===== src/hw/vfs_pkg.sv =====
// package: thresholds, encodings and reset values for the vr fault supervisor
package vfs_pkg;
  // analog voltages arrive as millivolt codes, bias supplies as 10 mV codes, from converters outside this block
  localparam int MV_W = 12;
  localparam logic [11:0] BIAS_START_MV   = 12'h1B8; // 4400 mV in units of 10 mV
  localparam logic [11:0] BIAS_HYST_MV    = 12'h014; // 200 mV in units of 10 mV
  localparam logic [11:0] PG_UPPER_MV     = 12'h0DC; // 220 mV
  localparam logic [11:0] PG_LOWER_MV     = 12'h13B; // 315 mV
  localparam logic [11:0] ABS_OV_MV       = 12'h6A4; // 1700 mV
  localparam logic [11:0] THERM_SHDN_MV   = 12'h19A; // 410 mV
  localparam logic [11:0] ZONE_MV [8]     = '{12'h1C7, 12'h1CA, 12'h20B, 12'h22F,
                                              12'h256, 12'h27E, 12'h2A8, 12'h30F};
  // index 0 above is b7 (455 mV) ... index 7 is b0 (783 mV)
  localparam logic [7:0]  TEMP_TRIP_C     = 8'h9B;  // 155 C
  localparam logic [7:0]  TEMP_HYST_C     = 8'h14;  // 20 C
  localparam logic [7:0]  ZONE_RESET      = 8'h00;
  // register map
  localparam logic [3:0]  ADDR_ZONE       = 4'h0;
  localparam logic [3:0]  ADDR_STATUS     = 4'h1;
  localparam logic [3:0]  ADDR_IRQ_STAT   = 4'h2;
  localparam logic [3:0]  ADDR_IRQ_MASK   = 4'h3;
  localparam logic [3:0]  ADDR_CTRL       = 4'h4;
  localparam logic [7:0]  CTRL_RESET      = 8'h00;
  localparam logic [7:0]  MASK_RESET      = 8'h00;
  // event bits
  localparam int EV_CPU_UV = 0;
  localparam int EV_GPU_UV = 1;
  localparam int EV_CPU_OV = 2;
  localparam int EV_GPU_OV = 3;
  localparam int EV_HOT    = 4;
  localparam int EV_TSHDN  = 5;
  localparam int EV_BIAS   = 6;
  localparam int EV_OTP    = 7;
  // phase driver states
  typedef enum logic [3:0] {
    VFS_PH_OFF  = 4'b0001,
    VFS_PH_HIGH = 4'b0010,
    VFS_PH_DEAD = 4'b0100,
    VFS_PH_LOW  = 4'b1000
  } vfs_phase_e;
endpackage : vfs_pkg


===== src/hw/vfs_top.sv =====
// top: protection, supervision and internal gate sequencing of the vr controller
// Operation
// drive a phase's FET on only after feedback shows the other one is off
// in discontinuous mode, turn low side off on switch-node zero crossing
// cpu phases 1-2 use internal drivers; phase 3 and gpu use pwm outputs
// block conversion until both bias supplies pass start threshold, with hysteresis
// battery input has no lockout; only bias monitors gate start-up
// per-channel power ok high only inside setpoint +220/-315 mV window
// both power ok outputs drop at once on enable low or bias fault
// ignore power ok window violations during setpoint transitions
// below lower limit: drivers off, power ok low, latched until enable cycled
// overcurrent limit acts per phase and per pulse
// while current exceeds limit, postpone that phase's next on-pulse
// output above setpoint +220 mV: power ok low, low side on, latched
// never blanked 1.7 V overvoltage forces power ok low, low sides on, latched
// eight-bit thermal zone status, bit 7 drives the hot output
// thermistor at lowest threshold turns drivers off and shuts output down
// internal 155 C trip shuts down until 20 C cooler, then enable cycle
// latched faults clear only after enable seen low; restart on next enable
module vfs_top #(
  parameter int NPH = 4 // phases: 0,1 cpu internal, 2 cpu external, 3 gpu
) (
  input  wire logic        ref_clk,
  input  wire logic        resetn,
  input  wire logic        regulator_enable,
  input  wire logic [11:0] driver_bias_supply,   // 10 mV units
  input  wire logic [11:0] logic_bias_supply,    // 10 mV units
  input  wire logic [11:0] cpu_vout,             // mV
  input  wire logic [11:0] gpu_vout,             // mV
  input  wire logic [11:0] cpu_setpoint,         // mV
  input  wire logic [11:0] gpu_setpoint,         // mV
  input  wire logic        cpu_slewing,
  input  wire logic        gpu_slewing,
  input  wire logic        cpu_ov_blank,
  input  wire logic        gpu_ov_blank,
  input  wire logic [11:0] cpu_thermistor_sense, // mV
  input  wire logic [11:0] gpu_thermistor_sense, // mV
  input  wire logic [7:0]  die_temp,             // degrees C
  input  wire logic [3:0]  pwm_request,          // per-phase on-pulse request
  input  wire logic [3:0]  overcurrent_limit,    // comparator: sense above limit
  input  wire logic [1:0]  low_side_gate_drive,  // feedback, internal phases
  input  wire logic [1:0]  switch_node_sense,    // high while switch node high
  input  wire logic [1:0]  zero_cross,           // switch-node current reversal
  input  wire logic [3:0]  reg_addr,
  input  wire logic [7:0]  reg_wdata,
  input  wire logic        reg_wr,
  input  wire logic        reg_rd,
  output logic      [7:0]  reg_rdata,
  output logic      [1:0]  high_side_gate,
  output logic      [1:0]  low_side_gate,
  output logic      [1:0]  ext_pwm,              // phase 2 and gpu phase
  output logic      [1:0]  ext_pwm_en,           // low: external driver tri-states
  output logic             cpu_power_ok_oe,
  output logic             gpu_power_ok_oe,
  output logic             regulator_hot_n_oe,
  output logic             irq
);
  logic       bias_ok;
  logic       en_d;
  logic       cpu_pok;
  logic       gpu_pok;
  logic [1:0] uv_lat;
  logic [1:0] ov_lat;
  logic       tshdn_lat;
  logic       otp_lat;
  logic       otp_hot;
  logic [7:0] zone;
  logic [7:0] irq_stat;
  logic [7:0] irq_mask;
  logic [7:0] ctrl;
  logic [7:0] prev_ev;
  logic [3:0] ocp_hold;
  vfs_pkg::vfs_phase_e ph_st [2];
  logic       run;
  logic       any_ov;
  logic       discontinuous_conduction;
  logic [7:0] next_zone;
  logic [7:0] ev;

  // true when v lies within [sp - lo, sp + hi]; widened to avoid wrap
  function automatic logic in_window(input logic [11:0] v, input logic [11:0] sp);
    logic [12:0] vv;
    vv = {1'b0, v};
    in_window = (vv + {1'b0, vfs_pkg::PG_LOWER_MV} >= {1'b0, sp}) &&
                (vv <= {1'b0, sp} + {1'b0, vfs_pkg::PG_UPPER_MV});
  endfunction

  function automatic logic above_ov(input logic [11:0] v, input logic [11:0] sp);
    above_ov = {1'b0, v} > {1'b0, sp} + {1'b0, vfs_pkg::PG_UPPER_MV};
  endfunction

  function automatic logic below_uv(input logic [11:0] v, input logic [11:0] sp);
    below_uv = {1'b0, v} + {1'b0, vfs_pkg::PG_LOWER_MV} < {1'b0, sp};
  endfunction

  assign discontinuous_conduction = ctrl[0];

  // bias lockout with falling hysteresis; battery input deliberately unmonitored
  always_ff @(posedge ref_clk or negedge resetn) begin
    if (!resetn) begin
      bias_ok <= 1'b0;
    end else if (bias_ok) begin
      bias_ok <= (driver_bias_supply > vfs_pkg::BIAS_START_MV - vfs_pkg::BIAS_HYST_MV) &&
                 (logic_bias_supply > vfs_pkg::BIAS_START_MV - vfs_pkg::BIAS_HYST_MV);
    end else begin
      bias_ok <= (driver_bias_supply >= vfs_pkg::BIAS_START_MV) &&
                 (logic_bias_supply >= vfs_pkg::BIAS_START_MV);
    end
  end

  // enable history for restart detection
  always_ff @(posedge ref_clk or negedge resetn) begin
    if (!resetn) begin
      en_d <= 1'b0;
    end else begin
      en_d <= regulator_enable;
    end
  end

  // output fault latches; cleared only while enable is low
  always_ff @(posedge ref_clk or negedge resetn) begin
    if (!resetn) begin
      uv_lat    <= 2'b00;
      ov_lat    <= 2'b00;
      tshdn_lat <= 1'b0;
    end else if (!regulator_enable) begin
      uv_lat    <= 2'b00;
      ov_lat    <= 2'b00;
      tshdn_lat <= 1'b0;
    end else begin
      // uv only armed while running and not slewing, else start-up would trip it
      if (run && !cpu_slewing && below_uv(cpu_vout, cpu_setpoint)) begin
        uv_lat[0] <= 1'b1;
      end
      if (run && !gpu_slewing && below_uv(gpu_vout, gpu_setpoint)) begin
        uv_lat[1] <= 1'b1;
      end
      if ((!cpu_ov_blank && above_ov(cpu_vout, cpu_setpoint)) || cpu_vout > vfs_pkg::ABS_OV_MV) begin
        ov_lat[0] <= 1'b1;
      end
      if ((!gpu_ov_blank && above_ov(gpu_vout, gpu_setpoint)) || gpu_vout > vfs_pkg::ABS_OV_MV) begin
        ov_lat[1] <= 1'b1;
      end
      if (cpu_thermistor_sense <= vfs_pkg::THERM_SHDN_MV ||
          gpu_thermistor_sense <= vfs_pkg::THERM_SHDN_MV) begin
        tshdn_lat <= 1'b1;
      end
    end
  end

  // die over-temperature: holds until cooled, then waits for enable cycle
  always_ff @(posedge ref_clk or negedge resetn) begin
    if (!resetn) begin
      otp_hot <= 1'b0;
      otp_lat <= 1'b0;
    end else begin
      if (die_temp >= vfs_pkg::TEMP_TRIP_C) begin
        otp_hot <= 1'b1;
      end else if (die_temp <= vfs_pkg::TEMP_TRIP_C - vfs_pkg::TEMP_HYST_C) begin
        otp_hot <= 1'b0;
      end
      if (die_temp >= vfs_pkg::TEMP_TRIP_C) begin
        otp_lat <= 1'b1;
      end else if (!otp_hot && !regulator_enable) begin
        otp_lat <= 1'b0;
      end
    end
  end

  assign any_ov = |ov_lat;
  // conversion runs only with enable, bias and no shutdown latch
  assign run = regulator_enable && en_d && bias_ok && !tshdn_lat && !otp_lat;

  // thermal zone: bit i sets as the lower of both thermistors falls below its level
  always_comb begin
    logic [11:0] t;
    t = (cpu_thermistor_sense < gpu_thermistor_sense) ? cpu_thermistor_sense : gpu_thermistor_sense;
    for (int i = 0; i < 8; i++) begin
      next_zone[i] = t < vfs_pkg::ZONE_MV[7 - i];
    end
  end

  always_ff @(posedge ref_clk or negedge resetn) begin
    if (!resetn) begin
      zone <= vfs_pkg::ZONE_RESET;
    end else begin
      zone <= next_zone;
    end
  end

  // power ok window, masked during slew, dropped at once on enable or bias loss
  always_ff @(posedge ref_clk or negedge resetn) begin
    if (!resetn) begin
      cpu_pok <= 1'b0;
      gpu_pok <= 1'b0;
    end else if (!regulator_enable || !bias_ok || !run) begin
      cpu_pok <= 1'b0;
      gpu_pok <= 1'b0;
    end else begin
      if (uv_lat[0] || ov_lat[0]) begin
        cpu_pok <= 1'b0;
      end else if (!cpu_slewing) begin
        cpu_pok <= in_window(cpu_vout, cpu_setpoint);
      end
      if (uv_lat[1] || ov_lat[1]) begin
        gpu_pok <= 1'b0;
      end else if (!gpu_slewing) begin
        gpu_pok <= in_window(gpu_vout, gpu_setpoint);
      end
    end
  end

  // open-drain outputs: enable high pulls low
  always_ff @(posedge ref_clk or negedge resetn) begin
    if (!resetn) begin
      cpu_power_ok_oe    <= 1'b1;
      gpu_power_ok_oe    <= 1'b1;
      regulator_hot_n_oe <= 1'b0;
    end else begin
      cpu_power_ok_oe    <= !cpu_pok;
      gpu_power_ok_oe    <= !gpu_pok;
      regulator_hot_n_oe <= zone[7];
    end
  end

  // overcurrent hold: a request arriving above limit waits until limit clears
  always_ff @(posedge ref_clk or negedge resetn) begin
    if (!resetn) begin
      ocp_hold <= 4'h0;
    end else begin
      for (int p = 0; p < NPH; p++) begin
        ocp_hold[p] <= overcurrent_limit[p];
      end
    end
  end

  // internal phase sequencing with break-before-make from pin feedback
  for (genvar g = 0; g < 2; g++) begin : g_int
    always_ff @(posedge ref_clk or negedge resetn) begin
      if (!resetn) begin
        ph_st[g]          <= vfs_pkg::VFS_PH_OFF;
        high_side_gate[g] <= 1'b0;
        low_side_gate[g]  <= 1'b0;
      end else if (any_ov && regulator_enable) begin
        // overvoltage crowbar overrides everything except enable low, even shutdown of the converter
        high_side_gate[g] <= 1'b0;
        low_side_gate[g]  <= !switch_node_sense[g];
        ph_st[g]          <= vfs_pkg::VFS_PH_LOW;
      end else if (!run || uv_lat[0]) begin
        high_side_gate[g] <= 1'b0;
        low_side_gate[g]  <= 1'b0;
        ph_st[g]          <= vfs_pkg::VFS_PH_OFF;
      end else begin
        case (ph_st[g])
          vfs_pkg::VFS_PH_OFF, vfs_pkg::VFS_PH_LOW: begin
            if (pwm_request[g] && !ocp_hold[g] && !overcurrent_limit[g]) begin
              low_side_gate[g] <= 1'b0;
              ph_st[g]         <= vfs_pkg::VFS_PH_DEAD;
            end else if (discontinuous_conduction && zero_cross[g]) begin
              low_side_gate[g] <= 1'b0;
              ph_st[g]         <= vfs_pkg::VFS_PH_OFF;
            end else if (ph_st[g] == vfs_pkg::VFS_PH_LOW && !switch_node_sense[g]) begin
              low_side_gate[g] <= 1'b1;
            end
          end
          vfs_pkg::VFS_PH_DEAD: begin
            if (!low_side_gate_drive[g]) begin
              high_side_gate[g] <= 1'b1;
              ph_st[g]          <= vfs_pkg::VFS_PH_HIGH;
            end
          end
          vfs_pkg::VFS_PH_HIGH: begin
            if (!pwm_request[g]) begin
              high_side_gate[g] <= 1'b0;
              ph_st[g]          <= vfs_pkg::VFS_PH_LOW; // low side waits for node to fall
            end
          end
          default: begin
            high_side_gate[g] <= 1'b0;
            low_side_gate[g]  <= 1'b0;
            ph_st[g]          <= vfs_pkg::VFS_PH_OFF;
          end
        endcase
      end
    end
  end

  // external driver pwm for cpu phase 3 and gpu phase
  always_ff @(posedge ref_clk or negedge resetn) begin
    if (!resetn) begin
      ext_pwm    <= 2'b00;
      ext_pwm_en <= 2'b00;
    end else begin
      ext_pwm_en[0] <= run && !uv_lat[0] || any_ov && regulator_enable;
      ext_pwm_en[1] <= run && !uv_lat[1] || any_ov && regulator_enable;
      // pwm low with driver enabled means low side on: used as crowbar
      ext_pwm[0] <= run && !uv_lat[0] && !ov_lat[0] && pwm_request[2] && !overcurrent_limit[2];
      ext_pwm[1] <= run && !uv_lat[1] && !ov_lat[1] && pwm_request[3] && !overcurrent_limit[3];
    end
  end

  // events for interrupt status
  assign ev = {otp_lat, !bias_ok, tshdn_lat, zone[7], ov_lat[1], ov_lat[0], uv_lat[1], uv_lat[0]};

  always_ff @(posedge ref_clk or negedge resetn) begin
    if (!resetn) begin
      prev_ev <= 8'(1 << vfs_pkg::EV_BIAS); // bias reads lost out of reset: no false event
    end else begin
      prev_ev <= ev;
    end
  end

  // sticky status: rising event wins over a same-cycle write-one clear
  always_ff @(posedge ref_clk or negedge resetn) begin
    if (!resetn) begin
      irq_stat <= 8'h00;
    end else begin
      irq_stat <= (irq_stat & ~((reg_wr && reg_addr == vfs_pkg::ADDR_IRQ_STAT) ? reg_wdata : 8'h00))
                  | (ev & ~prev_ev);
    end
  end

  // writable registers
  always_ff @(posedge ref_clk or negedge resetn) begin
    if (!resetn) begin
      irq_mask <= vfs_pkg::MASK_RESET;
      ctrl     <= vfs_pkg::CTRL_RESET;
    end else if (reg_wr) begin
      if (reg_addr == vfs_pkg::ADDR_IRQ_MASK) begin
        irq_mask <= reg_wdata;
      end
      if (reg_addr == vfs_pkg::ADDR_CTRL) begin
        ctrl <= {7'h00, reg_wdata[0]};
      end
    end
  end

  // read port, one cycle latency; unmapped reads zero
  always_ff @(posedge ref_clk or negedge resetn) begin
    if (!resetn) begin
      reg_rdata <= 8'h00;
      irq       <= 1'b0;
    end else begin
      irq <= |(irq_stat & irq_mask);
      if (reg_rd) begin
        case (reg_addr)
          vfs_pkg::ADDR_ZONE:     reg_rdata <= zone;
          vfs_pkg::ADDR_STATUS:   reg_rdata <= {run, bias_ok, otp_hot, tshdn_lat, ov_lat, uv_lat};
          vfs_pkg::ADDR_IRQ_STAT: reg_rdata <= irq_stat;
          vfs_pkg::ADDR_IRQ_MASK: reg_rdata <= irq_mask;
          vfs_pkg::ADDR_CTRL:     reg_rdata <= ctrl;
          default:                reg_rdata <= 8'h00;
        endcase
      end else begin
        reg_rdata <= 8'h00;
      end
    end
  end
endmodule // vfs_top


===== config.mk =====
export PLATFORM = sky130hd
export DESIGN_NAME = vfs_top
export DESIGN_NICKNAME = d
export VERILOG_FILES = /design/src/hw/vfs_pkg.sv /design/src/hw/vfs_top.sv
export SDC_FILE = /design/constraint.sdc
export NUM_CORES = 1
export LEC_CHECK = 0
export ABC_AREA = 1
export BUFFER_PORTS_ARGS = -buffer_cell sky130_fd_sc_hd__buf_4
export CAP_MARGIN = 20
export CORE_UTILIZATION = 35
export DETAILED_ROUTE_END_ITERATION = 6
export PLACE_DENSITY = 0.61
export SLEW_MARGIN = 40
export SYNTH_ARGS = -nofsm -noshare
export SYNTH_HDL_FRONTEND = slang
export SYNTH_SLANG_ARGS = --single-unit

===== constraint.sdc =====
create_clock -name ref_clk -period 1.8 [get_ports ref_clk]
set_input_delay 0.27 -clock ref_clk [delete_from_list [all_inputs] [get_ports ref_clk]]
set_output_delay 0.27 -clock ref_clk [all_outputs]
set_load 0.05 [all_outputs]

==> metrics.cfg <==
[min_path]
hold_class = in -> reg

[power_and_ir_drop]
p_leak_uw = 0.005150
power_switching_uw = 1930
p_sw_share_pct = 32.92
p_seq_share_pct = 32.3
power.internal_uw = 3932
combPwrFrac_pct = 37.3
power-per-cell-area_mw_per_mm2 = 596.6
pwr-share-clk_pct = 30.4
peakVddDrop_mv = 0.5286

[placement]
io_buffers = 158
dpl.hpwl_um = 14340
placed_cell_area_mm2 = 0.008879
place_ws_ns = -0.7509
gp_congestion = 0.8609

[drt]
route.detailed.drc = 0
drt_iter0_drc = 224
routedWlPerCell_um = 12.71
viasPerCell = 4.695
dr_total_vias = 6563
postRouteAntennaNets = 0
wirelength_um = 17770
drtPass1Iterations = 4

[timing]
finalSetupViolations = 5
relSlewSlack_pct = 69.14
hold_violations = 0
rsz0062_at_grt = true
tightest_slew_ns = 0.4618
fin_tns_setup_ns = -1.157
fmax_mhz = 475.4
drv_slew = 0
fin_crit_sh_pct = 116.9
setup_ws_ns = -0.3037
skew_ns = 0.005883
fin_crit_ns = 2.104

[floorplanning]
start_util_pct = 35.61
die_w_um = 134.4
die_area_mm2 = 0.01807
io_pins = 159
die_y_um = 134.4
rows = 48
core_mm2 = 0.01724

[synthesis]
synthCells = 853
ys_seq_area_share_pct = 29.86
synthFlopType = dfrtp_1
synth_warnings = 0
synthArstFlopShare_pct = 100.0
synth_edf_count = 0
ys_seq_elements = 73
synth_cell_types = 51
synthesis.nets = 1055
syn_area_per_cell_um2 = 7.196
synthesis.area_mm2 = 0.006138

[cts]
worstSkewPairLatency_ns = 0.33
cts-root-buf = clkbuf_16
cts_buffer_depth = 2
numCtsBuffers = 9
numClockSinks = 73
tritoncts = built
cts_htree_levels = 3
clk_pin_slew_worst_paths_ns = 0.06

[setup_path]
crit_end = cpu_pok
r2r-start = tshdn_lat
worst-setup-path-type = in -> reg
rrSetupSlack_ns = 0.16
crit_required_ns = 2.01
cp_data_arrival_time_ns = 2.31
critPathLaunch = cpu_vout[0]
cp-end-kind = flop
r2r_end = high_side_gate[1]
start_kind = input port
path_max_fanout = 3
rr_worst_depth = 11

[finish]
area_growth_pct = 60.05
fillers = 1587
fin_util_pct = 57.00
final_layout_size_suffix_gt1_share_pct = 40.58
final_common_cell = buf_4
multi_input_area_mm2 = 0.004254
nNetsFinal = 1370
layout_common_cells = buf_4 (280), nand2_1 (163), inv_1 (114), dfrtp_1 (68), nor2_1 (59)
diodes = 0
design_area_mm2 = 0.009824
regArea_mm2 = 0.001833

[grt]
grt_util_met3_pct = 2.343
grt_use_met2_pct = 35.35
grt.busiest_layer = met2
gr-usage-met1_pct = 25.45
grt_pass1_wl_um = 29000
grt_max_degree = 34
grt_pass1_vias = 6430
track_usage_pct = 19.69
grt_overflow = 0
antenna_found_initial = 0

[outcome]
status = complete, but fails checks
violations = setup timing

[run]
cap_viol_max_count = 0

per-stage QoR:
stage / hold slack, ns / cells / power [uW]
after floorplan: -0.02559 / 853 / 2971
after global placement: 0.2260 / 1352 / 3828
after detailed placement: 0.2342 / 1352 / 3854
after CTS: 0.05375 / 1382 / 5731
after global routing: 0.05261 / 1398 / 6231
final: 0.05781 / 1398 / 5862
registers in the layout (all words and copies together) (netlist names), 2 cells and up:
name,count
ext_pwm,2
high_side_gate,2
ext_pwm_en,2
reg_rdata,8
zone,8
irq_mask,8
ph_st,8
prev_ev,8
uv_lat,2
ov_lat,2
irq_stat,8
low_side_gate,2
ocp_hold,2
layer usage:
metal | share of wire, % | routed length, um
met2 | 50 | 8915
met4 | 0.92 | 163
met5 | 0 | 0
met3 | 3.5 | 622
met1 | 45 | 8068
cell families after synthesis:
logic type,share of synthesized area [%]
muxes,0.3669
AOI/OAI and AO/OA,14.68
and+or+nand+nor,28.31
adders and majority gates,12.84
DFF,29.86
buffers and inverters,9.376
xor gates and xnor gates,4.566
synth_stat cells (8+ instances only):
cell type | count | area share (%)
o21ai_0 | 59 | 4.8
nor3_1 | 17 | 1.4
inv_1 | 136 | 8.3
ha_1 | 63 | 13
nand4_1 | 8 | 0.82
o21ai_1 | 8 | 0.65
nand2_2 | 10 | 1.0
xor2_1 | 24 | 3.4
nand3_1 | 48 | 3.9
nor2_1 | 73 | 4.5
xnor2_1 | 8 | 1.1
a221oi_1 | 11 | 1.6
dfrtp_1 | 68 | 28
a21oi_1 | 41 | 3.3
nand2_1 | 197 | 12
how the worst min path moves through the flow:
stage | from | endpoint | slack [ns] | cells after the start
after floorplan | resetn | bias_ok | -0.03 | 0
after global placement | resetn | ext_pwm[1] | 0.23 | 1
after detailed placement | resetn | ext_pwm[1] | 0.23 | 1
after CTS | overcurrent_limit[0] | ocp_hold[0] | 0.05 | 1
after global routing | overcurrent_limit[1] | ocp_hold[1] | 0.05 | 1
final | overcurrent_limit[0] | ocp_hold[0] | 0.06 | 1
worst max-delay path, cell delays in order:
cell      delay [ns]
buf_12          0.11
inv_16          0.05
a21oi_4         0.05
nor3_2          0.14
inv_1           0.07
o21ai_2         0.13
nor2_1          0.07
nor2_1          0.14
nor2_1          0.06
xor2_1          0.14
ha_1            0.31
nand2_1         0.09
inv_2           0.04
a221oi_2        0.20
o21ai_1         0.09
nor2_1          0.13
nand3_1         0.08
nand2_1         0.06
a21oi_1         0.05
area by class of cell:
| class | instances | share of cell area [%] |
|---|---|---|
| Clock inverter | 7 | 0.7896 |
| Multi-Input combinational cell | 634 | 43.30 |
| Tap cell | 225 | 2.866 |
| Timing Repair Buffer | 307 | 25.34 |
| Sequential cell | 73 | 18.66 |
| Clock buffer | 9 | 2.292 |
| Inverter | 143 | 6.750 |
repair_timing:
item / 4_1_cts / 5_1_grt
hold endpoints to repair: 22 / 0
endpoints found under the setup margin: 9 / 15
resized for setup: 43 / 70
hold buffers: 1 / 0
pin swaps: 27 / 54
setup buffers: 13 / 14
cloned: 0 / 2
power by group through the flow:
stage	clock network, uW	registers, uW	logic (uW)
final	1780	1890	2190
after global routing	1880	1910	2440
after CTS	1810	1890	2030
after detailed placement	0	1920	1940
after global placement	0	1920	1910
after floorplan	0	1980	994
No activity file was read; power rests on OpenSTA's default activity.
